**src/rtl/ubs_pkg.sv**
```systemverilog
// Purpose: Shared constants and types for the dual UART baud/status block
// Assumes: APB with 32-bit data, one aligned word per register
// Notes: Register offsets not multiples of four are kept as indices
package ubs_pkg;
    // Register indices; byte address is four times the index
    localparam logic [11:0] IDX_TIMER2_UART0_CLOCK_SELECT_U0 = 12'h418;
    localparam logic [11:0] IDX_TIMER2_UART1_CLOCK_SELECT_U1 = 12'h419;
    localparam logic [11:0] IDX_PRESCALE = 12'h440;
    localparam logic [11:0] IDX_STAT0 = 12'h448;
    localparam logic [11:0] IDX_STAT1 = 12'h449;
    localparam logic [11:0] IDX_CTRL0 = 12'h44a;
    localparam logic [11:0] IDX_CTRL1 = 12'h44b;
    localparam logic [11:0] IDX_RBUF0 = 12'h44c;
    localparam logic [11:0] IDX_RBUF1 = 12'h44d;
    localparam logic [11:0] IDX_RELOAD1 = 12'h44e;
    localparam logic [11:0] IDX_RELOAD2 = 12'h44f;
    // Field positions
    localparam int RX_T2_BIT = 5;
    localparam int TX_T2_BIT = 4;
    localparam int PT_HI_BIT = 3;
    localparam int PT_LO_BIT = 2;
    localparam int FE_BIT = 3;
    localparam int BR_BIT = 2;
    localparam int OE_BIT = 1;
    localparam int STINT_BIT = 0;
    // Control register: mode [1:0], multiproc [2], rx enable [3], rx flag [4], t1 mode0 [5]
    localparam int CTL_MP_BIT = 2;
    localparam int CTL_REN_BIT = 3;
    localparam int CTL_RI_BIT = 4;
    localparam int CTL_T1W_BIT = 5;
    localparam logic [7:0] STAT_RESET = 8'h00;
    // Fixed divisions and timer ranges
    localparam logic [5:0] DIV_MODE0 = 6'h10;
    localparam logic [5:0] DIV_MODE2 = 6'h20;
    localparam logic [6:0] PRE_DIV4 = 7'h04;
    localparam logic [6:0] PRE_DIV16 = 7'h10;
    localparam logic [6:0] PRE_DIV64 = 7'h40;
    localparam logic [3:0] OVS_LAST = 4'hf;
    localparam logic [3:0] OVS_MID = 4'h7;
    // Interrupt arbitration slots
    localparam logic [3:0] SLOT_U0_RX = 4'h7;
    localparam logic [3:0] SLOT_U0_TX = 4'h8;
    localparam logic [3:0] SLOT_U1_RX = 4'h9;
    localparam logic [3:0] SLOT_U1_TX = 4'ha;
    localparam logic [7:0] VEC_U0_RX = 8'ha0;

    typedef enum logic [1:0] {
        UBS_MODE0 = 2'b00,
        UBS_MODE1 = 2'b01,
        UBS_MODE2 = 2'b10,
        UBS_MODE3 = 2'b11
    } ubs_mode_t;

    typedef enum logic [1:0] {
        RX_IDLE = 2'b00,
        RX_START = 2'b01,
        RX_DATA = 2'b10,
        RX_STOP = 2'b11
    } ubs_rx_state_t;

    // Interrupt request bundle per UART
    typedef struct packed {
        logic rx;
        logic tx;
    } ubs_irq_t;
endpackage

```
**src/rtl/ubs_core.sv**
```systemverilog
// Purpose: Baud clocking, receive framing, extended status and multiproc filter
// Assumes: Single 50 MHz clock, APB register access, two UART receivers
// Notes: Transmit shifter lives elsewhere; tx ticks are exported for it
//
// Decided for this implementation: register access over APB.
`timescale 1ns/1ps
// Contract
// - Modes 0 and 2 use fixed oscillator division; modes 1, 3 timer overflow.
// - Sampling tick runs at sixteen times the bit rate.
// - Mode 0 bit rate is osc/16; mode 2 bit rate is osc/32.
// - Prescaler codes 00,01,10 give osc/4, osc/16, osc/64; 11 reserved.
// - Timer modes: baud is overflow/16; ranges 256 or 65536.
// - Highest timer-driven bit rate is osc/64.
// - Timer 2 select bits 5 and 4 route rx and tx per UART.
// - Timer 2 counts prescaled ticks; other UART may use timer 1.
// - Framing error flag set on missing stop bit; software clears.
// - Break flag set when all bits including stop are low.
// - Overrun flag set when new byte lands while receive flag set.
// - Separate rx and tx requests, slots 7 to 10, vector A0h first.
// - Modes 2 and 3 capture nine data bits, ninth kept separately.
// - With multiproc enable in modes 2, 3, interrupt only when ninth bit is 1; the code still raises the rx request on enabled error flags.
// - Multiproc enable ignored in mode 0; in mode 1 needs valid stop.
// - Buffer write loads transmit, read returns separate receive register.
// - Mode 1 frame: start, eight data LSB first, stop; modes 2, 3 add ninth.
module ubs_core #(
    parameter int NUM_UART = 2
) (
    input wire logic clk_i,
    input wire logic rst_b_i,
    input wire logic psel_i,
    input wire logic penable_i,
    input wire logic pwrite_i,
    input wire logic [31:0] paddr_i,
    input wire logic [31:0] pwdata_i,
    output logic [31:0] prdata_o,
    output logic pready_o,
    output logic pslverr_o,
    input wire logic [NUM_UART-1:0] rxd_i,
    output logic [NUM_UART-1:0] tx_tick_o,
    output logic [NUM_UART-1:0] tx_load_o,
    output logic [7:0] tx_data_o,
    output ubs_pkg::ubs_irq_t [NUM_UART-1:0] irq_o,
    output logic [3:0] irq_slot_o
);
    logic [7:0] t2_u0_reg;
    logic [7:0] t2_u1_reg;
    logic [7:0] scr_reg;
    logic [7:0] stat_reg [NUM_UART];
    logic [7:0] ctl_reg [NUM_UART];
    logic [8:0] rbuf_reg [NUM_UART];
    logic [7:0] reload1_reg;
    logic [15:0] reload2_reg;
    logic [6:0] pre_cnt_reg;
    logic pre_tick;
    logic [15:0] t1_cnt_reg;
    logic [15:0] t2_cnt_reg;
    logic t1_ovf_reg;
    logic t2_ovf_reg;
    logic [5:0] fix_cnt_reg;
    logic fix16_tick;
    logic fix32_tick;
    logic [NUM_UART-1:0] rx_tick;
    logic [NUM_UART-1:0] tx_tick;
    logic [2:0] sync_reg [NUM_UART];
    logic [NUM_UART-1:0] rxd_s;
    logic wr_en;
    logic rd_en;
    logic [11:0] idx;

    // Map an APB byte address to a register index
    function automatic logic [11:0] reg_index(input logic [31:0] a);
        reg_index = a[13:2];
    endfunction

    // Prescaler code to divisor; zero marks the reserved code
    function automatic logic [6:0] pre_div(input logic [1:0] code);
        case (code)
            2'b00: pre_div = ubs_pkg::PRE_DIV4;
            2'b01: pre_div = ubs_pkg::PRE_DIV16;
            2'b10: pre_div = ubs_pkg::PRE_DIV64;
            default: pre_div = 7'h00;
        endcase
    endfunction

    assign idx = reg_index(paddr_i);
    assign wr_en = psel_i & penable_i & pwrite_i;
    assign rd_en = psel_i & penable_i & ~pwrite_i;

    always_ff @(posedge clk_i or negedge rst_b_i) begin
        if (!rst_b_i) begin
            pre_cnt_reg <= 7'h00;
        end else if (pre_div(scr_reg[ubs_pkg::PT_HI_BIT:ubs_pkg::PT_LO_BIT]) == 7'h00 ||
            pre_cnt_reg >= pre_div(scr_reg[ubs_pkg::PT_HI_BIT:ubs_pkg::PT_LO_BIT]) - 7'h01) begin
            // Also catches a count left above a newly chosen, smaller divisor
            pre_cnt_reg <= 7'h00;
        end else begin
            pre_cnt_reg <= pre_cnt_reg + 7'h01;
        end
    end
    assign pre_tick = (pre_div(scr_reg[ubs_pkg::PT_HI_BIT:ubs_pkg::PT_LO_BIT]) != 7'h00) &&
        (pre_cnt_reg == pre_div(scr_reg[ubs_pkg::PT_HI_BIT:ubs_pkg::PT_LO_BIT]) - 7'h01);

    // Timer 1: 8-bit auto-reload or 16-bit count
    always_ff @(posedge clk_i or negedge rst_b_i) begin
        if (!rst_b_i) begin
            t1_cnt_reg <= 16'h0000;
            t1_ovf_reg <= 1'b0;
        end else begin
            t1_ovf_reg <= 1'b0;
            // Reload write also presets the count, so a new rate starts at once
            if (wr_en && idx == ubs_pkg::IDX_RELOAD1) begin
                t1_cnt_reg <= {8'h00, pwdata_i[7:0]};
            end else if (pre_tick) begin
                if (ctl_reg[0][ubs_pkg::CTL_T1W_BIT]) begin
                    t1_cnt_reg <= t1_cnt_reg + 16'h0001;
                    t1_ovf_reg <= (t1_cnt_reg == 16'hffff);
                end else if (t1_cnt_reg[7:0] == 8'hff) begin
                    t1_cnt_reg <= {8'h00, reload1_reg};
                    t1_ovf_reg <= 1'b1;
                end else begin
                    t1_cnt_reg <= {8'h00, t1_cnt_reg[7:0] + 8'h01};
                end
            end
        end
    end

    // Timer 2 counts prescaled ticks with 16-bit reload
    always_ff @(posedge clk_i or negedge rst_b_i) begin
        if (!rst_b_i) begin
            t2_cnt_reg <= 16'h0000;
            t2_ovf_reg <= 1'b0;
        end else begin
            t2_ovf_reg <= 1'b0;
            if (wr_en && idx == ubs_pkg::IDX_RELOAD2) begin
                t2_cnt_reg <= pwdata_i[15:0];
            end else if (pre_tick) begin
                if (t2_cnt_reg == 16'hffff) begin
                    t2_cnt_reg <= reload2_reg;
                    t2_ovf_reg <= 1'b1;
                end else begin
                    t2_cnt_reg <= t2_cnt_reg + 16'h0001;
                end
            end
        end
    end

    // Fixed oscillator division; sixteen ticks make one bit
    always_ff @(posedge clk_i or negedge rst_b_i) begin
        if (!rst_b_i) begin
            fix_cnt_reg <= 6'h00;
        end else if (fix_cnt_reg == ubs_pkg::DIV_MODE2 - 6'h01) begin
            fix_cnt_reg <= 6'h00;
        end else begin
            fix_cnt_reg <= fix_cnt_reg + 6'h01;
        end
    end
    // Osc/16 bit rate needs a tick each cycle; osc/32 every second
    assign fix16_tick = 1'b1;
    assign fix32_tick = fix_cnt_reg[0];

    // Pick clock per UART and direction
    always_comb begin
        for (int u = 0; u < NUM_UART; u++) begin
            logic [7:0] sel;
            sel = (u == 0) ? t2_u0_reg : t2_u1_reg;
            case (ubs_pkg::ubs_mode_t'(ctl_reg[u][1:0]))
                ubs_pkg::UBS_MODE0: begin
                    rx_tick[u] = fix16_tick;
                    tx_tick[u] = fix16_tick;
                end
                ubs_pkg::UBS_MODE2: begin
                    rx_tick[u] = fix32_tick;
                    tx_tick[u] = fix32_tick;
                end
                default: begin
                    rx_tick[u] = sel[ubs_pkg::RX_T2_BIT] ? t2_ovf_reg : t1_ovf_reg;
                    tx_tick[u] = sel[ubs_pkg::TX_T2_BIT] ? t2_ovf_reg : t1_ovf_reg;
                end
            endcase
        end
    end

    // Three-stage synchroniser on serial inputs
    always_ff @(posedge clk_i or negedge rst_b_i) begin
        if (!rst_b_i) begin
            for (int u = 0; u < NUM_UART; u++) sync_reg[u] <= 3'b111;
        end else begin
            for (int u = 0; u < NUM_UART; u++) sync_reg[u] <= {sync_reg[u][1:0], rxd_i[u]};
        end
    end
    // Stage one is never read here; line level moves when stages two and three agree
    logic [NUM_UART-1:0] rxd_hold_reg;
    always_ff @(posedge clk_i or negedge rst_b_i) begin
        if (!rst_b_i) begin
            rxd_hold_reg <= '1;
        end else begin
            for (int u = 0; u < NUM_UART; u++)
                if (sync_reg[u][1] == sync_reg[u][2]) rxd_hold_reg[u] <= sync_reg[u][2];
        end
    end
    assign rxd_s = rxd_hold_reg;

    // Receivers, status and registers per UART
    ubs_pkg::ubs_rx_state_t st_reg [NUM_UART];
    logic [3:0] ovs_reg [NUM_UART];
    logic [3:0] bit_reg [NUM_UART];
    logic [8:0] sh_reg [NUM_UART];
    logic [NUM_UART-1:0] all_low_reg;
    logic [NUM_UART-1:0] frame_done;
    logic [NUM_UART-1:0] stop_ok;
    logic [NUM_UART-1:0] got_bit8;

    // Frame receiver, sampled mid-bit on tick 8 of 16
    always_ff @(posedge clk_i or negedge rst_b_i) begin
        if (!rst_b_i) begin
            for (int u = 0; u < NUM_UART; u++) begin
                st_reg[u] <= ubs_pkg::RX_IDLE;
                ovs_reg[u] <= 4'h0;
                bit_reg[u] <= 4'h0;
                sh_reg[u] <= 9'h000;
                all_low_reg[u] <= 1'b0;
            end
        end else begin
            for (int u = 0; u < NUM_UART; u++) begin
                if (rx_tick[u]) begin
                    ovs_reg[u] <= ovs_reg[u] + 4'h1;
                    case (st_reg[u])
                        ubs_pkg::RX_IDLE: begin
                            ovs_reg[u] <= 4'h0;
                            if (!rxd_s[u] && ctl_reg[u][ubs_pkg::CTL_REN_BIT] &&
                                ctl_reg[u][1:0] != 2'b00) begin
                                st_reg[u] <= ubs_pkg::RX_START;
                            end
                        end
                        ubs_pkg::RX_START: begin
                            if (ovs_reg[u] == ubs_pkg::OVS_MID) begin
                                st_reg[u] <= rxd_s[u] ? ubs_pkg::RX_IDLE : ubs_pkg::RX_DATA;
                                ovs_reg[u] <= 4'h0;
                                bit_reg[u] <= 4'h0;
                                all_low_reg[u] <= 1'b1;
                            end
                        end
                        ubs_pkg::RX_DATA: begin
                            if (ovs_reg[u] == ubs_pkg::OVS_LAST) begin
                                // Ninth bit kept in top of shifter
                                sh_reg[u] <= {rxd_s[u], sh_reg[u][8:1]};
                                all_low_reg[u] <= all_low_reg[u] & ~rxd_s[u];
                                bit_reg[u] <= bit_reg[u] + 4'h1;
                                if (bit_reg[u] == (ctl_reg[u][1] ? 4'h8 : 4'h7))
                                    st_reg[u] <= ubs_pkg::RX_STOP;
                            end
                        end
                        ubs_pkg::RX_STOP: begin
                            if (ovs_reg[u] == ubs_pkg::OVS_LAST) st_reg[u] <= ubs_pkg::RX_IDLE;
                        end
                        default: st_reg[u] <= ubs_pkg::RX_IDLE;
                    endcase
                end
            end
        end
    end

    always_comb begin
        for (int u = 0; u < NUM_UART; u++) begin
            frame_done[u] = rx_tick[u] && st_reg[u] == ubs_pkg::RX_STOP &&
                ovs_reg[u] == ubs_pkg::OVS_LAST;
            stop_ok[u] = rxd_s[u];
            // Data bit 8 captured: last data sample of 8-bit frame
            got_bit8[u] = rx_tick[u] && st_reg[u] == ubs_pkg::RX_DATA &&
                ovs_reg[u] == ubs_pkg::OVS_LAST && bit_reg[u] == 4'h7;
        end
    end

    // Received byte, ninth bit and receive-complete flag
    always_ff @(posedge clk_i or negedge rst_b_i) begin
        if (!rst_b_i) begin
            for (int u = 0; u < NUM_UART; u++) begin
                rbuf_reg[u] <= 9'h000;
                ctl_reg[u] <= 8'h00;
            end
        end else begin
            for (int u = 0; u < NUM_UART; u++) begin
                logic mp_ok;
                mp_ok = 1'b1;
                if (wr_en && idx == (u == 0 ? ubs_pkg::IDX_CTRL0 : ubs_pkg::IDX_CTRL1))
                    ctl_reg[u] <= pwdata_i[7:0];
                if (frame_done[u]) begin
                    if (ctl_reg[u][ubs_pkg::CTL_MP_BIT]) begin
                        case (ubs_pkg::ubs_mode_t'(ctl_reg[u][1:0]))
                            ubs_pkg::UBS_MODE1: mp_ok = stop_ok[u];
                            ubs_pkg::UBS_MODE2, ubs_pkg::UBS_MODE3: mp_ok = sh_reg[u][8];
                            default: mp_ok = 1'b1;
                        endcase
                    end
                    if (mp_ok) begin
                        // Ninth bit, or stop bit in mode 1
                        rbuf_reg[u] <= ctl_reg[u][1] ? sh_reg[u] :
                            {stop_ok[u], sh_reg[u][8:1]};
                        ctl_reg[u][ubs_pkg::CTL_RI_BIT] <= 1'b1;
                    end
                end
            end
        end
    end

    // Sticky status flags; set wins over software clear
    always_ff @(posedge clk_i or negedge rst_b_i) begin
        if (!rst_b_i) begin
            for (int u = 0; u < NUM_UART; u++) stat_reg[u] <= ubs_pkg::STAT_RESET;
        end else begin
            for (int u = 0; u < NUM_UART; u++) begin
                logic [7:0] nxt;
                nxt = stat_reg[u];
                if (wr_en && idx == (u == 0 ? ubs_pkg::IDX_STAT0 : ubs_pkg::IDX_STAT1))
                    nxt = {4'h0, pwdata_i[3:0]};
                if (frame_done[u] && !stop_ok[u]) nxt[ubs_pkg::FE_BIT] = 1'b1;
                if (frame_done[u] && !stop_ok[u] && all_low_reg[u]) nxt[ubs_pkg::BR_BIT] = 1'b1;
                if (got_bit8[u] && ctl_reg[u][ubs_pkg::CTL_RI_BIT]) nxt[ubs_pkg::OE_BIT] = 1'b1;
                stat_reg[u] <= nxt;
            end
        end
    end

    // Baud configuration registers and transmit buffer load
    // Writes to buffer go to transmit side only
    always_ff @(posedge clk_i or negedge rst_b_i) begin
        if (!rst_b_i) begin
            t2_u0_reg <= 8'h00;
            t2_u1_reg <= 8'h00;
            scr_reg <= 8'h00;
            reload1_reg <= 8'h00;
            reload2_reg <= 16'h0000;
            tx_load_o <= '0;
            tx_data_o <= 8'h00;
        end else begin
            tx_load_o <= '0;
            if (wr_en) begin
                case (idx)
                    ubs_pkg::IDX_TIMER2_UART0_CLOCK_SELECT_U0: t2_u0_reg <= pwdata_i[7:0];
                    ubs_pkg::IDX_TIMER2_UART1_CLOCK_SELECT_U1: t2_u1_reg <= pwdata_i[7:0];
                    ubs_pkg::IDX_PRESCALE: scr_reg <= pwdata_i[7:0];
                    ubs_pkg::IDX_RELOAD1: reload1_reg <= pwdata_i[7:0];
                    ubs_pkg::IDX_RELOAD2: reload2_reg <= pwdata_i[15:0];
                    ubs_pkg::IDX_RBUF0, ubs_pkg::IDX_RBUF1: begin
                        tx_data_o <= pwdata_i[7:0];
                        tx_load_o[idx == ubs_pkg::IDX_RBUF1] <= 1'b1;
                    end
                    default: ;
                endcase
            end
        end
    end

    // APB read path and zero-wait ready; unmapped reads give zero with error
    always_ff @(posedge clk_i or negedge rst_b_i) begin
        if (!rst_b_i) begin
            prdata_o <= 32'h0000_0000;
            pslverr_o <= 1'b0;
            pready_o <= 1'b0;
        end else begin
            pready_o <= psel_i & ~penable_i;
            pslverr_o <= 1'b0;
            if (psel_i && !penable_i) begin
                case (idx)
                    ubs_pkg::IDX_TIMER2_UART0_CLOCK_SELECT_U0: prdata_o <= {24'h0, t2_u0_reg};
                    ubs_pkg::IDX_TIMER2_UART1_CLOCK_SELECT_U1: prdata_o <= {24'h0, t2_u1_reg};
                    ubs_pkg::IDX_PRESCALE: prdata_o <= {24'h0, scr_reg};
                    ubs_pkg::IDX_STAT0: prdata_o <= {24'h0, stat_reg[0]};
                    ubs_pkg::IDX_STAT1: prdata_o <= {24'h0, stat_reg[1]};
                    ubs_pkg::IDX_CTRL0: prdata_o <= {24'h0, ctl_reg[0]};
                    ubs_pkg::IDX_CTRL1: prdata_o <= {24'h0, ctl_reg[1]};
                    ubs_pkg::IDX_RBUF0: prdata_o <= {23'h0, rbuf_reg[0]};
                    ubs_pkg::IDX_RBUF1: prdata_o <= {23'h0, rbuf_reg[1]};
                    ubs_pkg::IDX_RELOAD1: prdata_o <= {24'h0, reload1_reg};
                    ubs_pkg::IDX_RELOAD2: prdata_o <= {16'h0, reload2_reg};
                    default: begin
                        prdata_o <= 32'h0000_0000;
                        pslverr_o <= 1'b1;
                    end
                endcase
            end
        end
    end

    // Separate rx/tx requests and highest-priority slot
    // Error flags join the receive request when enabled
    always_ff @(posedge clk_i or negedge rst_b_i) begin
        if (!rst_b_i) begin
            irq_o <= '0;
            irq_slot_o <= 4'h0;
            tx_tick_o <= '0;
        end else begin
            tx_tick_o <= tx_tick;
            for (int u = 0; u < NUM_UART; u++) begin
                irq_o[u].rx <= ctl_reg[u][ubs_pkg::CTL_RI_BIT] |
                    (stat_reg[u][ubs_pkg::STINT_BIT] & |stat_reg[u][3:1]);
                irq_o[u].tx <= tx_load_o[u];
            end
            if (irq_o[0].rx) irq_slot_o <= ubs_pkg::SLOT_U0_RX;
            else if (irq_o[0].tx) irq_slot_o <= ubs_pkg::SLOT_U0_TX;
            else if (irq_o[1].rx) irq_slot_o <= ubs_pkg::SLOT_U1_RX;
            else if (irq_o[1].tx) irq_slot_o <= ubs_pkg::SLOT_U1_TX;
            else irq_slot_o <= 4'h0;
        end
    end
endmodule

```
**config.mk**
```make
export PLATFORM = sky130hd
export DESIGN_NAME = ubs_core
export DESIGN_NICKNAME = d
export VERILOG_FILES = /design/src/rtl/ubs_pkg.sv /design/src/rtl/ubs_core.sv
export SDC_FILE = /design/constraint.sdc
export NUM_CORES = 1
export LEC_CHECK = 0
export ABC_AREA = 1
export CORE_AREA = 2 2 155 157
export DETAILED_ROUTE_END_ITERATION = 16
export DIE_AREA = 0 0 157 159
export DONT_BUFFER_PORTS = 1
export PLACE_DENSITY = 0.72
export SLEW_MARGIN = 30
export SYNTH_ARGS = -nofsm -noshare
export SYNTH_HDL_FRONTEND = slang
export SYNTH_SLANG_ARGS = --single-unit
```
**constraint.sdc**
```tcl
create_clock -name clk_i -period 2.4 [get_ports clk_i]
set_input_delay 0.48 -clock clk_i [delete_from_list [all_inputs] [get_ports clk_i]]
set_output_delay 0.48 -clock clk_i [all_outputs]
set_load 0.01 [all_outputs]
```
==> impl_metrics.yaml <==
power_and_ir_drop:
  p_switching_w: 0.00213
  p_leak_nw: 6.21
  power_switching_share_pct: 24.1
  p_seq_share_pct: 46.0
  power_frac_comb_pct: 7.4
  p_clk_share_pct: 46.6
  vdd_drop_max_mv: 0.645
  internal-power_w: 0.00669
  powerDensity_nw_per_um2: 695
floorplanning:
  io_pins: 125
  rows: 56
  core_um2: 23200
  die-area_um2: 25000
  initial_core_util_pct: 49.7
  die_h_um: 159
  dieWidth_um: 157
clocking:
  clk_latency_ps: 540
  cts-root-buf: "clkbuf_16"
  cts_buffers: 26
  cts_hold_buf: 3
  cts_resized: 0
  cts_tree: "done"
  ctsLongestPathBuffers: 3
  path_clk_slew_ps: 60
  post_cts_buffers: 0
  cts_max_level: 1
  cts_sinks: 223
placement:
  gp_routability_congestion: 0.919
  dp_hpwl_um: 19900
  io_buffers: 0
  preCtsSetupSlack_ps: 262
drt:
  dr.pass1.iters: 6
  drt-vias-per-instance: 5.39
  antenna_left: 0
  wl_per_cell_um: 15.5
  dr_total_vias: 9843
  drc_errors: 0
  drt_iter0_drc: 1025
  drt_wl_total_um: 28400
yosys:
  async_flop_share_pct: 100
  synth_seq_area_share_pct: 48.5
  yosysWarnings: 0
  syn-instance-count: 1484
  synth.cell_area_um2: 11500
  synth-main-ff-cell: "dfrtp_1"
  ys_seq_elements: 223
  syn_avg_cell_area_um2: 7.77
  synth.distinct_cells: 48
  synth_edf_count: 0
setup_path:
  cp-end-kind: "flip-flop"
  crit_path_start_kind: "flip-flop"
  criticalPathCategory: "flip-flop to flip-flop"
  arrival_ps: 2560
  cp_max_fo: 19
  worstPathRequired_ps: 2800
global_route:
  grt.busiest_layer: "met2"
  grt_util_met2_pct: 36.8
  grt_pass1_wl_um: 47700
  grt_pass1_vias: 9302
  overflow: 0
  antenna_found_initial: 0
  grt_start_max_net_pins: 224
  grt_use_met3_pct: 4.00
  met1_usage_pct: 33.3
  track_usage_pct: 23.5
finish:
  area_growth_pct: 9.98
  multi_input_area_um2: 5090
  diodes: 0
  final_cell_mix: "nand2_1 (463), dfrtp_1 (215), nand3_1 (142), inv_1 (139), o21ai_0 (130)"
  seq_area_um2: 5590
  final_common_cell: "nand2_1"
  nFillCells: 2142
  drive_gt1_share_pct: 7.69
  nets: 1573
sta:
  rsz0062_at_grt: "false"
  layout_setup_ws_ps: 235
  period_minus_slack_ps: 2170
  setup_viol: 0
  fin_worst_skew_ps: 19.6
  period_share_pct: 90.2
  relSlewSlack_pct: 57.1
  fmax_mhz: 462
  finalHoldViolations: 223
  drv_slew: 0
  worst_pin_slew_ps: 641
  holdWs_ps: -359
  fin_tns_setup_ps: 0
outcome:
  status: "finished, violations left"
  violations: "hold timing"
flow_run:
  max-cap-violations: 0
worst_hold_path:
  hp-class: "primary input to async pin"
per-stage QoR:
step,cell area (µm²),std cells,total power (W),util (%)
floorplan,11600,1499,0.00464,-
global placement,11800,1779,0.00473,50.7
detailed placement,11800,1779,0.00476,50.7
CTS,12700,1827,0.00888,54.7
global route,12700,1827,0.00919,54.7
finish,12700,1827,0.00882,54.7
metal layers:
layer / up-vias / part of all wire (%)
met5: - / 0
met4: 0 / 3.1
met3: 60 / 7.5
met2: 343 / 46
met1: 4621 / 44
li1: 4819 / -
final timing paths:
path | start | to | slack (ps) | cells past startpoint
min in group clk_i | pwdata_i[14] | reload2_reg[14] | 90 | 2
worst max register to register | scr_reg[3] | t2_cnt_reg[1] | 230 | 9
worst min register to register | sync_reg[0] | sync_reg[1] | 360 | 0
worst min-delay path | rst_b_i | irq_slot_o[3] | -360 | 0
worst max-delay path | scr_reg[3] | t2_cnt_reg[1] | 230 | 9
max in group asynchronous | rst_b_i | t2_ovf_reg | 2380 | 0
final cells by class:
type,count,area share (%)
timing repair buffer,18,1.12
clock buffer,33,5.65
sequential,223,44.1
clock inverter,12,1.43
inverter,150,4.45
multi-input combinational,1072,40.1
tap,319,3.15
worst max-delay path, stage by stage (launching register included):
cell     delay [ps]
dfrtp_1         430
nand2_1         140
ha_1            330
nand3_1         110
nor2_2          170
nand3_2         220
nand2_4         290
inv_2           170
nand2_1          90
nand3_1          80
logic make-up (layout without fill, tap and decap cells):
family,Yosys count,count (layout),share of synthesized area [%]
DFF,223,223,48.5
muxes,1,1,0.0868
xor gates and xnor gates,17,17,1.29
buffers and inverters,204,213,7.89
and+or+nand+nor,818,818,31.2
adders and majority gates,13,13,1.37
AOI/OAI and AO/OA,207,207,9.67
other,1,16,0.0325
cells in the mapped netlist, types with 4 or more instances:
master / count / area [µm²]
o31ai_1: 7 / 52.6
nor2_2: 12 / 75.1
ha_1: 11 / 138
nand4_1: 45 / 282
buf_4: 20 / 150
clkbuf_1: 10 / 37.5
xor2_1: 12 / 105
nor2_4: 5 / 56.3
buf_2: 18 / 90.1
nor3_1: 6 / 30.0
nand2_2: 5 / 31.3
nor2_1: 116 / 435
inv_1: 139 / 522
nand2_1: 463 / 1740
nand3_1: 142 / 711
nand2_4: 5 / 56.3
dfrtp_1: 215 / 5380
dfstp_2: 8 / 210
o21ai_0: 130 / 651
nand3_2: 4 / 40.0
buf_6: 6 / 67.6
o211ai_1: 10 / 75.1
xnor2_1: 5 / 43.8
a21oi_1: 23 / 115
o21ai_1: 23 / 115
inv_2: 9 / 33.8
power groups by stage:
stage | logic, W | registers [W] | clock network [W]
after detailed placement | 0.000643 | 0.00412 | 0
after floorplan | 0.000550 | 0.00409 | 0
after global placement | 0.000617 | 0.00412 | 0
after CTS | 0.000652 | 0.00406 | 0.00417
after global routing | 0.000753 | 0.00408 | 0.00436
final | 0.000652 | 0.00406 | 0.00411
Power figures use the tool's default switching activity.
